==> src/ffs_pkg.sv <==
// Shared types and constants for the fixed frequency sequencer
package ffs_pkg;

  localparam int STEP_N  = 8;
  localparam int DI_N    = 6;
  localparam int TIME_W  = 10;
  localparam int FREQ_W  = 16;
  localparam int SEL_W   = 3;
  localparam int FN_W    = 5;
  localparam int TICK_W  = 26;
  localparam int HOLD_W  = 23;

  // Clock and derived timing
  localparam int CLK_PERIOD_NS = 20;
  localparam int SEC_NS        = 1000000000;
  localparam int SEC_CYC       = SEC_NS / CLK_PERIOD_NS;
  localparam int EVT_HOLD_MS   = 100;
  localparam int EVT_HOLD_CYC  = (EVT_HOLD_MS * 1000000) / CLK_PERIOD_NS;

  // Sequence mode codes
  localparam logic [2:0] MODE_ONCE      = 3'h1;
  localparam logic [2:0] MODE_CONT      = 3'h2;
  localparam logic [2:0] MODE_STEP_ONCE = 3'h3;
  localparam logic [2:0] MODE_STEP_CONT = 3'h4;

  // Output function codes
  localparam logic [FN_W-1:0] FN_RUNNING  = 5'h10;
  localparam logic [FN_W-1:0] FN_STEP_END = 5'h11;
  localparam logic [FN_W-1:0] FN_CYC_END  = 5'h12;
  localparam logic [FN_W-1:0] FN_PAUSED   = 5'h13;

  typedef enum logic [1:0] {
    FFS_IDLE = 2'h0,
    FFS_RUN  = 2'h1,
    FFS_GAP  = 2'h3,
    FFS_DONE = 2'h2
  } ffs_state_t;

  typedef struct packed {
    logic [SEL_W-1:0]                   sequence_start_input_select;
    logic [SEL_W-1:0]                   sequence_pause_input_select;
    logic                               stop_method_select;
    logic [2:0]                         sequence_mode_select;
    logic [STEP_N-1:0]                  direction_program_number;
    logic [STEP_N-1:0][TIME_W-1:0]      step_run_times;
    logic [STEP_N-1:0][FREQ_W-1:0]      fixed_frequency_setpoints;
    logic [FN_W-1:0]                    relay1_function_select;
    logic [FN_W-1:0]                    relay2_function_select;
    logic [FN_W-1:0]                    transistor_output_function_select;
  } ffs_cfg_t;

  typedef struct packed {
    logic              override;
    logic              run;
    logic              coast;
    logic              reverse_direction;
    logic [2:0]        step;
    logic [FREQ_W-1:0] freq;
  } ffs_drive_t;

endpackage

==> src/ffs_sequencer.sv <==
// Fixed frequency sequencer: eight timed steps with direction, pause and status outputs
//
// Overview of operation
// - Sequencer starts at power-up if the start input is already high.
// - Start removed mid-cycle stops the drive by stop method and ends the program.
// - A new start after removal restarts from the first active step.
// - Pause input freezes the sequence; release resumes the same step.
// - Function 16 shows running; in modes 1 and 3 it drops at cycle end.
// - In modes 2 and 4 running stays on until start is removed.
// - Function 17 signals each step run-time expiry.
// - Function 18 signals completion of a full cycle.
// - Function 19 shows that pause is in effect.
// - Mode 1 runs active steps once in ascending order for their run times.
// - Program 192 reverses the two highest steps, others forward.
// - Stepped modes bring frequency to zero by stop method between steps.
// - Stepped modes still apply per-step direction.
// - Mode codes: 1 once, 2 continuous, 3 stepped once, 4 stepped continuous.
// - Bit n of the direction program: 0 forward, 1 reverse for step n.
// - Steps with zero run time are inactive and skipped.
// - Sequencer start and setpoints override all other commands and sources.
`timescale 1ns/1ps

module ffs_sequencer
  import ffs_pkg::*;
#(
  parameter int unsigned TICK_CYC = SEC_CYC,
  parameter int unsigned HOLD_CYC = EVT_HOLD_CYC
) (
  input  wire logic            ref_clk,
  input  wire logic            srst,
  input  wire logic [DI_N-1:0] digital_inputs,
  input  wire ffs_cfg_t        cfg,
  input  wire logic            zero_speed,
  output ffs_drive_t           drive_cmd,
  output logic                 relay_output_one,
  output logic                 relay_output_two,
  output logic                 transistor_output
);

  typedef struct packed {
    ffs_state_t        st;
    logic [DI_N-1:0]   di_s1;
    logic [DI_N-1:0]   di_s2;
    logic [DI_N-1:0]   di_s3;
    logic [DI_N-1:0]   di_f;
    logic [TIME_W-1:0] sec_cnt;
    logic [TICK_W-1:0] tick_cnt;
    logic [HOLD_W-1:0] step_hold;
    logic [HOLD_W-1:0] cyc_hold;
    logic              running;
    logic              paused;
    ffs_drive_t        drv;
    logic              ro1;
    logic              ro2;
    logic              dout;
  } ffs_regs_t;

  ffs_regs_t q_r;
  ffs_regs_t q_nxt;

  // Input select 1..6 picks a filtered pin, 0 or above 6 means unassigned
  function automatic logic pick_input(input logic [DI_N-1:0] di, input logic [SEL_W-1:0] sel);
    logic v;
    v = 1'b0;
    for (int i = 0; i < DI_N; i++) begin
      if (sel == SEL_W'(i + 1)) begin
        v = di[i];
      end
    end
    return v;
  endfunction

  // First active step at or above from; bit 3 set when one was found
  function automatic logic [3:0] find_active(input logic [STEP_N-1:0][TIME_W-1:0] t, input logic [3:0] from);
    logic [3:0] r;
    r = 4'h0;
    for (int i = STEP_N - 1; i >= 0; i--) begin
      if (4'(i) >= from && t[i] != '0) begin
        r = {1'b1, 3'(i)};
      end
    end
    return r;
  endfunction

  function automatic logic fn_level(input logic [FN_W-1:0] code, input logic run, input logic se,
                                    input logic ce, input logic pz);
    logic v;
    v = 1'b0;
    unique case (code)
      FN_RUNNING:  v = run;
      FN_STEP_END: v = se;
      FN_CYC_END:  v = ce;
      FN_PAUSED:   v = pz;
      default:     v = 1'b0;
    endcase
    return v;
  endfunction

  logic       start_lvl;
  logic       pause_lvl;
  logic       mode_ok;
  logic       stepped;
  logic       continuous;
  logic [3:0] first_act;
  logic [3:0] next_act;
  logic       sec_tick;
  logic       expire;

  always_comb begin
    start_lvl  = pick_input(q_r.di_f, cfg.sequence_start_input_select);
    pause_lvl  = pick_input(q_r.di_f, cfg.sequence_pause_input_select);
    mode_ok    = cfg.sequence_mode_select >= MODE_ONCE && cfg.sequence_mode_select <= MODE_STEP_CONT;
    stepped    = cfg.sequence_mode_select == MODE_STEP_ONCE || cfg.sequence_mode_select == MODE_STEP_CONT;
    continuous = cfg.sequence_mode_select == MODE_CONT || cfg.sequence_mode_select == MODE_STEP_CONT;
    first_act  = find_active(cfg.step_run_times, 4'h0);
    next_act   = find_active(cfg.step_run_times, 4'({1'b0, q_r.drv.step}) + 4'h1);
    sec_tick   = q_r.tick_cnt == TICK_W'(TICK_CYC - 1);
    expire     = sec_tick && (q_r.sec_cnt + 10'h001) >= cfg.step_run_times[q_r.drv.step];
  end

  always_comb begin
    q_nxt       = q_r;
    q_nxt.di_s1 = digital_inputs;
    q_nxt.di_s2 = q_r.di_s1;
    q_nxt.di_s3 = q_r.di_s2;
    for (int i = 0; i < DI_N; i++) begin
      if (q_r.di_s2[i] == q_r.di_s3[i]) begin
        q_nxt.di_f[i] = q_r.di_s3[i];
      end
    end
    if (q_r.step_hold != '0) begin
      q_nxt.step_hold = q_r.step_hold - HOLD_W'(1);
    end
    if (q_r.cyc_hold != '0) begin
      q_nxt.cyc_hold = q_r.cyc_hold - HOLD_W'(1);
    end
    q_nxt.drv.coast = cfg.stop_method_select;
    q_nxt.paused    = 1'b0;

    unique case (q_r.st)
      FFS_IDLE: begin
        q_nxt.running      = 1'b0;
        q_nxt.drv.run      = 1'b0;
        q_nxt.drv.override = 1'b0;
        q_nxt.drv.freq     = '0;
        if (start_lvl && mode_ok) begin
          q_nxt.running      = 1'b1;
          q_nxt.drv.override = 1'b1;
          q_nxt.sec_cnt      = '0;
          q_nxt.tick_cnt     = '0;
          if (first_act[3]) begin
            q_nxt.st                    = FFS_RUN;
            q_nxt.drv.run               = 1'b1;
            q_nxt.drv.step              = first_act[2:0];
            q_nxt.drv.freq              = cfg.fixed_frequency_setpoints[first_act[2:0]];
            q_nxt.drv.reverse_direction = cfg.direction_program_number[first_act[2:0]];
          end else begin
            q_nxt.st = FFS_DONE;
          end
        end
      end
      FFS_RUN, FFS_GAP: begin
        if (!start_lvl) begin
          q_nxt.st           = FFS_IDLE;
          q_nxt.drv.run      = 1'b0;
          q_nxt.drv.freq     = '0;
          q_nxt.running      = 1'b0;
          q_nxt.drv.override = 1'b0;
        end else if (pause_lvl) begin
          q_nxt.paused  = 1'b1;
          q_nxt.drv.run = 1'b0;
        end else if (q_r.st == FFS_GAP) begin
          q_nxt.drv.run  = 1'b0;
          q_nxt.drv.freq = '0;
          if (zero_speed) begin
            q_nxt.st                    = FFS_RUN;
            q_nxt.drv.run               = 1'b1;
            q_nxt.drv.freq              = cfg.fixed_frequency_setpoints[q_r.drv.step];
            q_nxt.drv.reverse_direction = cfg.direction_program_number[q_r.drv.step];
            q_nxt.sec_cnt               = '0;
            q_nxt.tick_cnt              = '0;
          end
        end else begin
          q_nxt.drv.run  = 1'b1;
          q_nxt.tick_cnt = sec_tick ? '0 : q_r.tick_cnt + TICK_W'(1);
          if (sec_tick) begin
            q_nxt.sec_cnt = q_r.sec_cnt + 10'h001;
          end
          if (expire) begin
            q_nxt.step_hold = HOLD_W'(HOLD_CYC);
            q_nxt.sec_cnt   = '0;
            if (next_act[3]) begin
              q_nxt.drv.step = next_act[2:0];
            end else begin
              q_nxt.cyc_hold = HOLD_W'(HOLD_CYC);
              q_nxt.drv.step = first_act[2:0];
            end
            if (!next_act[3] && !continuous) begin
              q_nxt.st       = FFS_DONE;
              q_nxt.drv.run  = 1'b0;
              q_nxt.drv.freq = '0;
              q_nxt.running  = 1'b0;
            end else if (stepped) begin
              q_nxt.st       = FFS_GAP;
              q_nxt.drv.run  = 1'b0;
              q_nxt.drv.freq = '0;
            end else begin
              q_nxt.drv.freq              = cfg.fixed_frequency_setpoints[q_nxt.drv.step];
              q_nxt.drv.reverse_direction = cfg.direction_program_number[q_nxt.drv.step];
            end
          end else begin
            q_nxt.drv.freq = cfg.fixed_frequency_setpoints[q_r.drv.step];
          end
        end
      end
      FFS_DONE: begin
        q_nxt.drv.run  = 1'b0;
        q_nxt.drv.freq = '0;
        q_nxt.running  = continuous;
        if (!start_lvl) begin
          q_nxt.st           = FFS_IDLE;
          q_nxt.running      = 1'b0;
          q_nxt.drv.override = 1'b0;
        end
      end
    endcase

    q_nxt.ro1  = fn_level(cfg.relay1_function_select, q_nxt.running, q_nxt.step_hold != '0,
                          q_nxt.cyc_hold != '0, q_nxt.paused);
    q_nxt.ro2  = fn_level(cfg.relay2_function_select, q_nxt.running, q_nxt.step_hold != '0,
                          q_nxt.cyc_hold != '0, q_nxt.paused);
    q_nxt.dout = fn_level(cfg.transistor_output_function_select, q_nxt.running, q_nxt.step_hold != '0,
                          q_nxt.cyc_hold != '0, q_nxt.paused);
  end

  always_ff @(posedge ref_clk) begin
    if (srst) begin
      q_r    <= '0;
      q_r.st <= FFS_IDLE;
    end else begin
      q_r <= q_nxt;
    end
  end

  assign drive_cmd         = q_r.drv;
  assign relay_output_one  = q_r.ro1;
  assign relay_output_two  = q_r.ro2;
  assign transistor_output = q_r.dout;
endmodule

==> config.mk <==
export PLATFORM = sky130hd
export DESIGN_NAME = ffs_sequencer
export DESIGN_NICKNAME = d
export VERILOG_FILES = /design/src/ffs_pkg.sv /design/src/ffs_sequencer.sv
export SDC_FILE = /design/constraint.sdc
export NUM_CORES = 1
export LEC_CHECK = 0
export ABC_AREA = 1
export BUFFER_PORTS_ARGS = -buffer_cell sky130_fd_sc_hd__buf_2
export CELL_PAD_IN_SITES_DETAIL_PLACEMENT = 1
export CELL_PAD_IN_SITES_GLOBAL_PLACEMENT = 2
export CORE_ASPECT_RATIO = 2
export CORE_MARGIN = 3
export CORE_UTILIZATION = 31
export CTS_BUF_LIST = sky130_fd_sc_hd__clkbuf_4 sky130_fd_sc_hd__clkbuf_8
export DETAILED_ROUTE_END_ITERATION = 8
export GPL_ROUTABILITY_DRIVEN = 1
export MAX_ROUTING_LAYER = met4
export PLACE_DENSITY = 0.94
export SLEW_MARGIN = 20
export SYNTH_ARGS = -nofsm -noshare
export SYNTH_HDL_FRONTEND = slang
export SYNTH_SLANG_ARGS = --single-unit
==> constraint.sdc <==
create_clock -name ref_clk -period 5.5 [get_ports ref_clk]
set_input_delay 0.825 -clock ref_clk [delete_from_list [all_inputs] [get_ports ref_clk]]
set_output_delay 0.825 -clock ref_clk [all_outputs]
set_load 0.01 [all_outputs]
==> results_dict.tcl, run 1 <==
set metrics [dict create \
    io_buffers 275 \
    synth_top_area_cell "dfxtp_1" \
    synth.area.top_cells "dfxtp_1 (21%), nand2_1 (12%), nand3_1 (9.9%)" \
    synth_cells 2314 \
    cts_hold_buf 0 \
    cts_sinks 135 \
    flow.stopped_at "5_2_route" \
    synth_nets 2581 \
    avgSynthCellArea_um2 5.67 \
    dominantRegCellSynth "dfxtp_1" \
    ys_async_sr_fraction 0 \
    gr-total-overflow 0 \
    first_global_vias 18073 \
    io_pins 276 \
    h-tree-depth 4 \
    dp_hpwl_um 46900 \
    cts_made_buffers 17 \
    synth.top_cell.area_share 0.206 \
    synth_edf_count 0 \
    ys_ff_latch 135 \
    cts_root_buffer "clkbuf_8" \
    cts.path.max_buffers 2 \
    num_rows 106 \
    grt_pass1_wl_um 94000 \
    outcome "did not finish" \
    antenna_found_initial 11 \
    syn_area_um2 13100 \
    die_width_um 152 \
    die_y_um 297 \
    ys_seq_area_frac 0.206 \
    grtUsageTotal 0.272 \
    yosysUniqueCellTypes 53 \
    yosysWarningCount 0 \
    gp_congestion 0.941 \
    error_line "[ERROR DRT-0255] Maze Route cannot find path of net ref_clk in worker of routeBox ( 96600 0 ) ( 151525 48300 )." \
    start_util 0.314 \
    cts_setup_buffers 0 \
    grt_max_degree 69 \
    cts_resized 0 \
]
-- stage by stage --
step	std cells	setup WS, ns	cell area, µm²	utilization	hold slack (ns)
after CTS	3041	0.950	15000	0.360	0.410
after floorplan	2314	1.95	13100	-	0.388
after global routing	3053	0.723	15100	0.361	0.435
after detailed placement	3009	1.02	14600	0.350	0.401
after global placement	3009	1.06	14600	0.350	0.402
-- layer usage --
metal	GRT usage
met4	0.156
met2	0.499
met1	0.269
met3	0.0316
met5	-
-- kinds of logic after synthesis --
group | Yosys count | synth area share
flops | 135 | 0.206
xor+xnor | 48 | 0.0320
compound gates | 543 | 0.227
buf+inv | 483 | 0.154
fa+ha+maj | 17 | 0.0162
simple gates | 1088 | 0.365
-- synthesized netlist by cell type, drive strengths merged (10+ instances only) --
master and n:
nand2 412, inv 337, nor2 307, o21ai 281
nand3 271, a21oi 187, dfxtp 135, buf 75
clkbuf 67, nor3 35, xor2 30, nand4 29
o211ai 21, xnor2 18, ha 17, nand3b 13
a22oi 12, a211oi 10
==> run 2, diff against run 1 <==
==> config.mk (replaced) <==
export PLATFORM = sky130hd
export DESIGN_NAME = ffs_sequencer
export DESIGN_NICKNAME = d
export VERILOG_FILES = /design/src/ffs_pkg.sv /design/src/ffs_sequencer.sv
export SDC_FILE = /design/constraint.sdc
export NUM_CORES = 1
export LEC_CHECK = 0
export ABC_AREA = 1
export BUFFER_PORTS_ARGS = -buffer_cell sky130_fd_sc_hd__buf_2
export CORE_MARGIN = 3
export CORE_UTILIZATION = 25
export DETAILED_ROUTE_END_ITERATION = 8
export GPL_ROUTABILITY_DRIVEN = 1
export PLACE_DENSITY_LB_ADDON = 0.15
export SLEW_MARGIN = 20
export SYNTH_ARGS = -nofsm -noshare
export SYNTH_HDL_FRONTEND = slang
export SYNTH_SLANG_ARGS = --single-unit
==> run 2 against run 1 <==
The flow now finishes without violations. Area after synthesis unchanged. Global-route usage fell by 6.8 points. Synthesized cell count is the same.
==> results_dict.tcl, run 2 <==
set metrics [dict create \
    synth_most_common_cell "nand2_1" \
    multi_input_area_um2 8420 \
    post_dp_cell_area_um2 14800 \
    synth.area.top_cells "dfxtp_1 (21%), nand2_1 (12%), nand3_1 (9.9%)" \
    largest_reg_flops 97 \
    drv_cap 0 \
    hp-class "register to register" \
    num_vias 15948 \
    synth_cells 2314 \
    die_y_um 235 \
    h-tree-depth 4 \
    yosysWarningCount 0 \
    ant_nets 0 \
    ys_async_sr_fraction 0 \
    relSlewSlack 0.277 \
    cts.path.max_buffers 2 \
    startpoint_type "register" \
    ys_ff_latch 135 \
    final_common_cell "nand2_1" \
    antenna_found_initial 16 \
    synth_edf_count 0 \
    period_minus_slack_ns 4.64 \
    clock_skew_ns 0.0144 \
    io_pins 276 \
    avgSynthCellArea_um2 5.67 \
    fmax_ghz 0.216 \
    fillers 5890 \
    cts_made_buffers 17 \
    io_buffers 275 \
    cts_resized 0 \
    dr.first_iter.drc_count 1469 \
    irDropWorstVdd_mv 0.695 \
    drive_gt1_frac 0.162 \
    finalNetCount 2752 \
    cts_sinks 135 \
    finalCritPeriodShare 0.844 \
    crit_top_cell "nand2_1" \
    cp_max_fo 56 \
    area_growth_pct 17.3 \
    cts_setup_buffers 0 \
    gp_congestion 0.956 \
    setup_viol 0 \
    dp_hpwl_um 44300 \
    syn_area_um2 13100 \
    cts_root_buffer "clkbuf_16" \
    worstMarginPinSlew_ns 1.08 \
    worstSetupPathType "register to register" \
    synth.top_cell.area_share 0.206 \
    cp.arrival_ns 5.01 \
    regMostFlops "q_r" \
    slowest_stage "nor2_1" \
    clock_latency_ns 0.44 \
    dominantRegCellSynth "dfxtp_1" \
    cp-end-kind "register" \
    first_global_vias 15251 \
    hold_viol 0 \
    path_clk_slew_ns 0.07 \
    drc 0 \
    mostFrequentLayoutCells "nand2_1 (401), inv_1 (317), nor2_1 (298), buf_2 (275), nand3_1 (260)" \
    coreArea_um2 51600 \
    grt_pass1_wl_um 89200 \
    grt_max_degree 114 \
    cts_hold_buf 0 \
    path_cells "inv_2 -> o21ai_0 -> o22ai_1 -> o21ai_0 -> ha_1 -> nand2_1 -> nor2_1 -> o211ai_1 -> nand4_1 -> nand2_1 -> inv_1 -> nand2_1 -> nor2_1 -> nand3_1 -> nand2_1 -> nand2_1 -> a21oi_2" \
    p_leak_nw 7.42 \
    viasPerCell 5.00 \
    wl_per_cell_um 18.3 \
    synth_top_area_cell "dfxtp_1" \
    gr-total-overflow 0 \
    ys_seq_area_frac 0.206 \
    synth_nets 2581 \
    die_area_um2 55300 \
    ff_latch_area_um2 2710 \
    slowest_delay_ns 0.79 \
    yosysUniqueCellTypes 53 \
    wl_um 58500 \
    cellPowerDensity_nw_per_um2 537 \
    start_util 0.254 \
    outcome "completed" \
    grtUsageTotal 0.204 \
    stdcell_area_um2 15400 \
    synth_commonest_cells "nand2_1 (403), inv_1 (319), nor2_1 (299)" \
    num_rows 83 \
    rsz0062_at_grt "no" \
    cts_tree "built" \
    die_width_um 235 \
    finalSetupTns_ns 0 \
    drv_slew 0 \
    first_pass_iters 6 \
    critPathRequiredTime_ns 5.87 \
]
[run 2: per-layer routing]
metal | global-route usage | routed length, µm | up-vias
met5 | 0 | 72 | -
met4 | 0.0694 | 1620 | 12
met3 | 0.0343 | 3990 | 81
met2 | 0.322 | 26100 | 600
met1 | 0.280 | 26700 | 7350
li1 | - | - | 7905
[run 2: worst max-delay path: cells and delay by family, from the launching register on]
| family | cells | cell delay (ns) |
|---|---|---|
| adders and majority gates | 1 | 0.24 |
| buffers and inverters | 2 | 0.52 |
| AOI/OAI and AO/OA | 5 | 1.09 |
| DFF | 1 | 0.69 |
| and+or+nand+nor | 9 | 1.98 |
[run 2: report_power, final]
group	leakage (nW)	switching (mW)	total, mW	internal [mW]
Combinational	6.05	3.88	5.68	1.80
Sequential	1.10	0.241	1.42	1.18
Clock	0.276	0.494	1.17	0.673
[run 2: final timing paths]
| path | startpoint | endpoint | slack (ns) | cells after the start |
|---|---|---|---|---|
| hold reg to reg | q_nxt[124] | q_nxt[118] | 0.40 | 2 |
| setup / recovery | drive_cmd[16] | drive_cmd[11] | 0.86 | 17 |
| hold / removal | q_nxt[124] | q_nxt[118] | 0.40 | 2 |
| setup reg to reg | drive_cmd[16] | drive_cmd[11] | 0.86 | 17 |
[run 2: final cells by class]
cell class | instances | share of cell area
sequential | 135 | 0.176
clock buffer | 19 | 0.0281
tap | 680 | 0.0552
clock inverter | 13 | 0.00926
inverter | 341 | 0.0831
timing repair buffer | 294 | 0.0994
multi-input combinational | 1696 | 0.547
antenna | 12 | 0.00195
[run 2: through the flow]
step	hold WS (ns)	utilization	power [mW]	instances	worst slack, ns
floorplan	0.388	-	5.44	2314	1.95
global placement	0.394	0.287	7.06	3146	1.16
detailed placement	0.395	0.287	7.02	3146	0.991
CTS	0.403	0.298	8.23	3178	0.936
global route	0.412	0.298	9.01	3185	0.389
finish	0.402	0.298	8.27	3190	0.860
[run 2: cells by family (layout without fill, tap and decap cells)]
kind of cell,count (synthesis),in the layout,synth area share
buffers and inverters,483,667,0.154
AND/OR/NAND/NOR,1088,1088,0.365
other,0,12,0
adder cells (fa/ha/maj),17,17,0.0162
XOR/XNOR,48,48,0.0320
AO/OA/AOI/OAI,543,543,0.227
flip-flops,135,135,0.206
(Power assumes the default switching activity.)
==> run 3, diff against run 2 <==
--- a/config.mk
+++ b/config.mk
@@ -5,7 +5,7 @@
 export SDC_FILE = /design/constraint.sdc
 export NUM_CORES = 1
 export LEC_CHECK = 0
-export ABC_AREA = 1
+export ABC_AREA = 0
 export BUFFER_PORTS_ARGS = -buffer_cell sky130_fd_sc_hd__buf_2
 export CORE_MARGIN = 3
 export CORE_UTILIZATION = 25
==> constraint.sdc (replaced) <==
create_clock -name ref_clk -period 4.9 [get_ports ref_clk]
set_input_delay 0.735 -clock ref_clk [delete_from_list [all_inputs] [get_ports ref_clk]]
set_output_delay 0.735 -clock ref_clk [all_outputs]
set_load 0.01 [all_outputs]
==> run 3 against run 2 <==
Fmax is 11% higher. Cell count is 28% lower. Critical path depth is 4 lower. Clock skew is 0.011 ns higher. Power is 45% lower. Largest power group unchanged. Sequential power hardly changed. Synthesized cell count is 37% lower. Routed wire length is 18% lower. Worst setup slack worse by 0.15 ns. Largest cell class unchanged. Via count is 20% lower.
==> results_dict.tcl, run 3 <==
set metrics [dict create \
    outcome "completed" \
    p_leak_nw 5.49 \
    synth_top_area_cell "dfxtp_1" \
    cts_tree "built" \
    multi_input_area_um2 8470 \
    dr.first_iter.drc_count 845 \
    period_minus_slack_ns 4.19 \
    gp_congestion 0.879 \
    relSlewSlack 0.186 \
    grt_max_degree 62 \
    rsz0062_at_grt "no" \
    h-tree-depth 4 \
    final_common_cell "buf_2" \
    cp_max_fo 25 \
    syn_area_um2 11900 \
    cp-end-kind "register" \
    fmax_ghz 0.239 \
    irDropWorstVdd_mv 0.219 \
    hold_viol 0 \
    ys_async_sr_fraction 0 \
    finalCritPeriodShare 0.855 \
    cellPowerDensity_nw_per_um2 313 \
    largest_reg_flops 97 \
    first_pass_iters 5 \
    io_buffers 275 \
    wl_um 48100 \
    slowest_delay_ns 0.64 \
    grtUsageTotal 0.188 \
    dp_hpwl_um 36600 \
    num_vias 12731 \
    finalNetCount 1949 \
    slowest_stage "dfxtp_4" \
    clock_skew_ns 0.0250 \
    antenna_found_initial 6 \
    setup_viol 0 \
    grt_pass1_wl_um 74900 \
    avgSynthCellArea_um2 8.12 \
    stdcell_area_um2 14400 \
    viasPerCell 5.52 \
    yosysUniqueCellTypes 92 \
    ys_seq_area_frac 0.226 \
    drc 0 \
    synth.area.top_cells "dfxtp_1 (23%), mux4_2 (11%), nor2_1 (4.5%)" \
    dp_cells 2270 \
    die_y_um 224 \
    synth_commonest_cells "nor2_1 (144), dfxtp_1 (135), nand2_1 (133)" \
    fillers 5063 \
    regMostFlops "q_r" \
    path_clk_slew_ns 0.07 \
    start_util 0.255 \
    ff_latch_area_um2 2710 \
    ys_ff_latch 135 \
    finalSetupTns_ns 0 \
    crit_top_cell "buf_4" \
    synth_most_common_cell "nor2_1" \
    cts.path.max_buffers 2 \
    cts_made_buffers 17 \
    coreArea_um2 46900 \
    path_cells "buf_4 -> mux4_2 -> mux2i_1 -> ha_1 -> a21oi_1 -> o211a_1 -> o31ai_1 -> buf_4 -> nand4_1 -> nand2_1 -> o221ai_1 -> nor4_1 -> a211oi_1" \
    area_growth_pct 20.8 \
    ant_nets 0 \
    synth.top_cell.area_share 0.226 \
    cts_hold_buf 0 \
    synth_cells 1469 \
    wl_per_cell_um 20.9 \
    startpoint_type "register" \
    hp-class "register to register" \
    num_rows 79 \
    cp.arrival_ns 4.48 \
    worstMarginPinSlew_ns 1.21 \
    first_global_vias 12771 \
    yosysWarningCount 0 \
    die_width_um 224 \
    finalNonFillerCells 2305 \
    critPathRequiredTime_ns 5.19 \
    dominantRegCellSynth "dfxtp_1" \
    mostFrequentLayoutCells "buf_2 (274), nor2_1 (144), nand2_1 (133), dfxtp_1 (132), a21oi_1 (81)" \
    io_pins 276 \
    post_dp_cell_area_um2 13800 \
    drive_gt1_frac 0.275 \
    cts_resized 0 \
    cts_sinks 135 \
    die_area_um2 50400 \
    clock_latency_ns 0.45 \
    synth_edf_count 0 \
    worstSetupPathType "register to register" \
    cts_setup_buffers 0 \
    p_total_mw 4.51 \
    drv_slew 0 \
    gr-total-overflow 0 \
    drv_cap 0 \
    synth_nets 1736 \
    cts_root_buffer "clkbuf_16" \
]
[run 3: final cells by class]
| class | count | area share |
|---|---|---|
| Tap cell | 607 | 0.0527 |
| Clock buffer | 19 | 0.0307 |
| Multi-Input combinational cell | 1163 | 0.588 |
| Inverter | 53 | 0.0138 |
| Sequential cell | 135 | 0.188 |
| Antenna cell | 3 | 0.000521 |
| Timing Repair Buffer | 312 | 0.117 |
| Clock inverter | 13 | 0.00946 |
[run 3: worst max-delay path: cells and delay by family (launching register included)]
family,cells,cell delay [ns]
compound gates,5,0.71
buf+inv,2,0.53
mux,2,0.71
simple gates,3,1.26
flops,1,0.64
fa+ha+maj,1,0.17
[run 3: final timing paths]
check | start | to | slack, ns | cells past startpoint
setup / recovery | drive_cmd[16] | drive_cmd[13] | 0.71 | 13
hold / removal | q_nxt[123] | q_nxt[117] | 0.43 | 1
setup reg to reg | drive_cmd[16] | drive_cmd[13] | 0.71 | 13
hold reg to reg | q_nxt[123] | q_nxt[117] | 0.43 | 1
[run 3: report_power, final]
part | switching, mW | internal [mW] | total, mW | leakage, nW
logic | 1.02 | 0.745 | 1.76 | 4.12
clock network | 0.585 | 0.728 | 1.31 | 0.275
registers | 0.175 | 1.26 | 1.43 | 1.10
total | 1.78 | 2.73 | 4.51 | 5.49
[run 3: metal layers]
| metal | vias up | GRT usage | wire length, µm | part of all wire |
|---|---|---|---|---|
| met2 | 446 | 0.312 | 22600 | 0.47 |
| met1 | 6155 | 0.253 | 21800 | 0.45 |
| li1 | 6045 | - | - | - |
| met4 | 6 | 0.0463 | 807 | 0.017 |
| met5 | - | 0 | 41 | 0.00085 |
| met3 | 79 | 0.0365 | 2860 | 0.059 |
[run 3: cell families (layout without fill, tap and decap cells)]
kind of cell / count (synthesis) / count (layout) / synth area share
fa+ha+maj: 17 / 17 / 0.0178
other cells: 0 / 3 / 0
xor+xnor: 61 / 61 / 0.0448
compound gates: 374 / 374 / 0.226
simple gates: 582 / 582 / 0.248
buf+inv: 171 / 397 / 0.0663
flops: 135 / 135 / 0.226
mux: 129 / 129 / 0.170
[run 3: per-stage QoR]
| stage | utilization | hold WS, ns | setup WS, ns |
|---|---|---|---|
| after floorplan | - | 0.414 | 0.171 |
| after global placement | 0.295 | 0.417 | 0.636 |
| after detailed placement | 0.295 | 0.422 | 0.629 |
| after CTS | 0.307 | 0.438 | 0.631 |
| after global routing | 0.307 | 0.454 | 0.425 |
| final | 0.308 | 0.435 | 0.710 |
==> run 4, diff against run 3 <==
--- a/config.mk
+++ b/config.mk
@@ -11,7 +11,9 @@
 export CORE_UTILIZATION = 25
 export DETAILED_ROUTE_END_ITERATION = 8
 export GPL_ROUTABILITY_DRIVEN = 1
+export MAX_ROUTING_LAYER = met4
 export PLACE_DENSITY_LB_ADDON = 0.15
+export RECOVER_POWER = 25
 export SLEW_MARGIN = 20
 export SYNTH_ARGS = -nofsm -noshare
 export SYNTH_HDL_FRONTEND = slang
==> run 4 against run 3 <==
Worst hold slack improved by 0.0038 ns. Global-route usage increased by 0.53 points. The run now ends with max-capacitance violations, max-slew violations left. Sequential power about the same.
==> results_dict.tcl, run 4 (synthesis results as in run 3) <==
set metrics [dict create \
    outcome "complete, but fails checks" \
    violations "max-capacitance violations, max-slew violations" \
    hp-start "q_nxt[126]" \
    worstMarginPinSlew_ns 1.58 \
    met2_length_um 22600 \
    worstSetupPathType "register to register" \
    relSlewSlack -0.0538 \
    dr.first_iter.drc_count 762 \
    rsz0062_at_grt "no" \
    grt_pass1_wl_um 74600 \
    finalCritPeriodShare 0.890 \
    wl_per_cell_um 20.8 \
    finalSetupTns_ns 0 \
    crit_path_start "drive_cmd[16]" \
    finalNonFillerCells 2308 \
    first_pass_iters 5 \
    coreArea_um2 46900 \
    drv_slew 33 \
    gp_congestion 0.921 \
    wl_um 48100 \
    ff2ff_setup_slack_ns 0.54 \
    path_clk_slew_ns 0.07 \
    cp.arrival_ns 4.64 \
    finalNetCount 1950 \
    viasPerCell 5.55 \
    startpoint_type "register" \
    setup_viol 0 \
    area_growth_pct 20.5 \
    io_buffers 275 \
    dp_cells 2270 \
    period_minus_slack_ns 4.36 \
    grt_max_degree 63 \
    wl_met1_um 21600 \
    path_cells "buf_4 -> mux4_2 -> mux2i_1 -> ha_1 -> nand4_1 -> o31ai_1 -> buf_4 -> nand4_1 -> nand2_1 -> o221ai_1 -> nor4_1 -> a211oi_1" \
    dp_hpwl_um 36600 \
    mostFrequentLayoutCells "buf_2 (254), nor2_1 (144), nand2_1 (133), dfxtp_1 (132), a21oi_1 (81)" \
    cellPowerDensity_nw_per_um2 309 \
    num_rows 79 \
    die_width_um 224 \
    grtUsageTotal 0.193 \
    holdWs_ns 0.439 \
    cp-endpoint "drive_cmd[13]" \
    slowest_stage "nand2_1" \
    crit_buf_inv 2 \
    drc 0 \
    cts_hold_buf 0 \
    cts_made_buffers 17 \
    cp.depth 12 \
    p_leak_nw 5.41 \
    die_y_um 224 \
    drv_cap 1 \
    r2r_start "drive_cmd[16]" \
    fmax_ghz 0.229 \
    cts_sinks 135 \
    path_delay_family "simple AND/OR/NAND/NOR gates" \
    cts.path.max_buffers 2 \
    largest_reg_flops 97 \
    first_global_vias 12953 \
    cts_tree "built" \
    final_common_cell "buf_2" \
    irDropWorstVdd_mv 0.228 \
    cp-end-kind "register" \
    num_vias 12819 \
    antenna_found_initial 6 \
    topRoutingLayerUsed "met4" \
    cts_root_buffer "clkbuf_16" \
    critPathRequiredTime_ns 5.18 \
    regMostFlops "q_r" \
    clock_latency_ns 0.44 \
    hp-class "register to register" \
    cts_setup_buffers 0 \
    clock_skew_ns 0.0208 \
    start_util 0.255 \
    die_area_um2 50400 \
    drive_gt1_frac 0.264 \
    hold_viol 0 \
    gr-total-overflow 0 \
    met3_length_um 2810 \
    ff2ff_path_depth 12 \
    ant_nets 0 \
    cp_max_fo 27 \
    slowest_delay_ns 0.65 \
    h-tree-depth 4 \
    rr_endpoint "drive_cmd[13]" \
    io_pins 276 \
    cts_resized 0 \
]
-- run 4: cell count changes in the layout (fill, tap and decap cells not counted), sizes merged --
cell / before / now
buf: 312 / 292
clkbuf: 19 / 39
clkinv: 2 / 8
inv: 60 / 56
diode: 3 / 5
clkinvlp: 3 / 2
-- run 4: where the power goes --
group | total (mW) | internal [mW] | switching [mW]
combinational | 1.75 | 0.736 | 1.01
sequential | 1.43 | 1.26 | 0.174
clock | 1.26 | 0.702 | 0.560
total | 4.44 | 2.70 | 1.74
-- run 4: layout make-up --
type                       count  area (µm²)
clock buffer                  18         429
timing repair buffer         313        1660
multi-input combinational   1163        8480
fill                        5070       32500
sequential                   135        2710
clock inverter                14         126
antenna                        5        12.5
tap                          607         759
inverter                      53         199
-- run 4: how the worst min path moves through the flow --
stage                 end  slack [ns]  cells past startpoint
6_report       q_nxt[120]        0.44                      1
5_1_grt        q_nxt[117]        0.45                      1
4_1_cts        q_nxt[121]        0.44                      1
3_5_place_dp   q_nxt[117]        0.42                      1
3_3_place_gp   q_nxt[117]        0.42                      1
2_1_floorplan  q_nxt[116]        0.41                      1
-- run 4: metrics by stage --
stage,utilization,setup slack [ns],area (µm²),power [mW]
after floorplan,-,0.171,11900,2.71
after global placement,0.295,0.595,13800,3.19
after detailed placement,0.295,0.550,13800,3.19
after CTS,0.307,0.564,14400,4.49
after global routing,0.307,0.184,14400,4.79
final,0.307,0.541,14400,4.44
-- run 4: metal layers --
metal / GRT usage / up-vias
met4: 0.0599 / 0
met2: 0.312 / 469
li1: - / 6039
met3: 0.0298 / 66
met1: 0.251 / 6245
met5: - / -
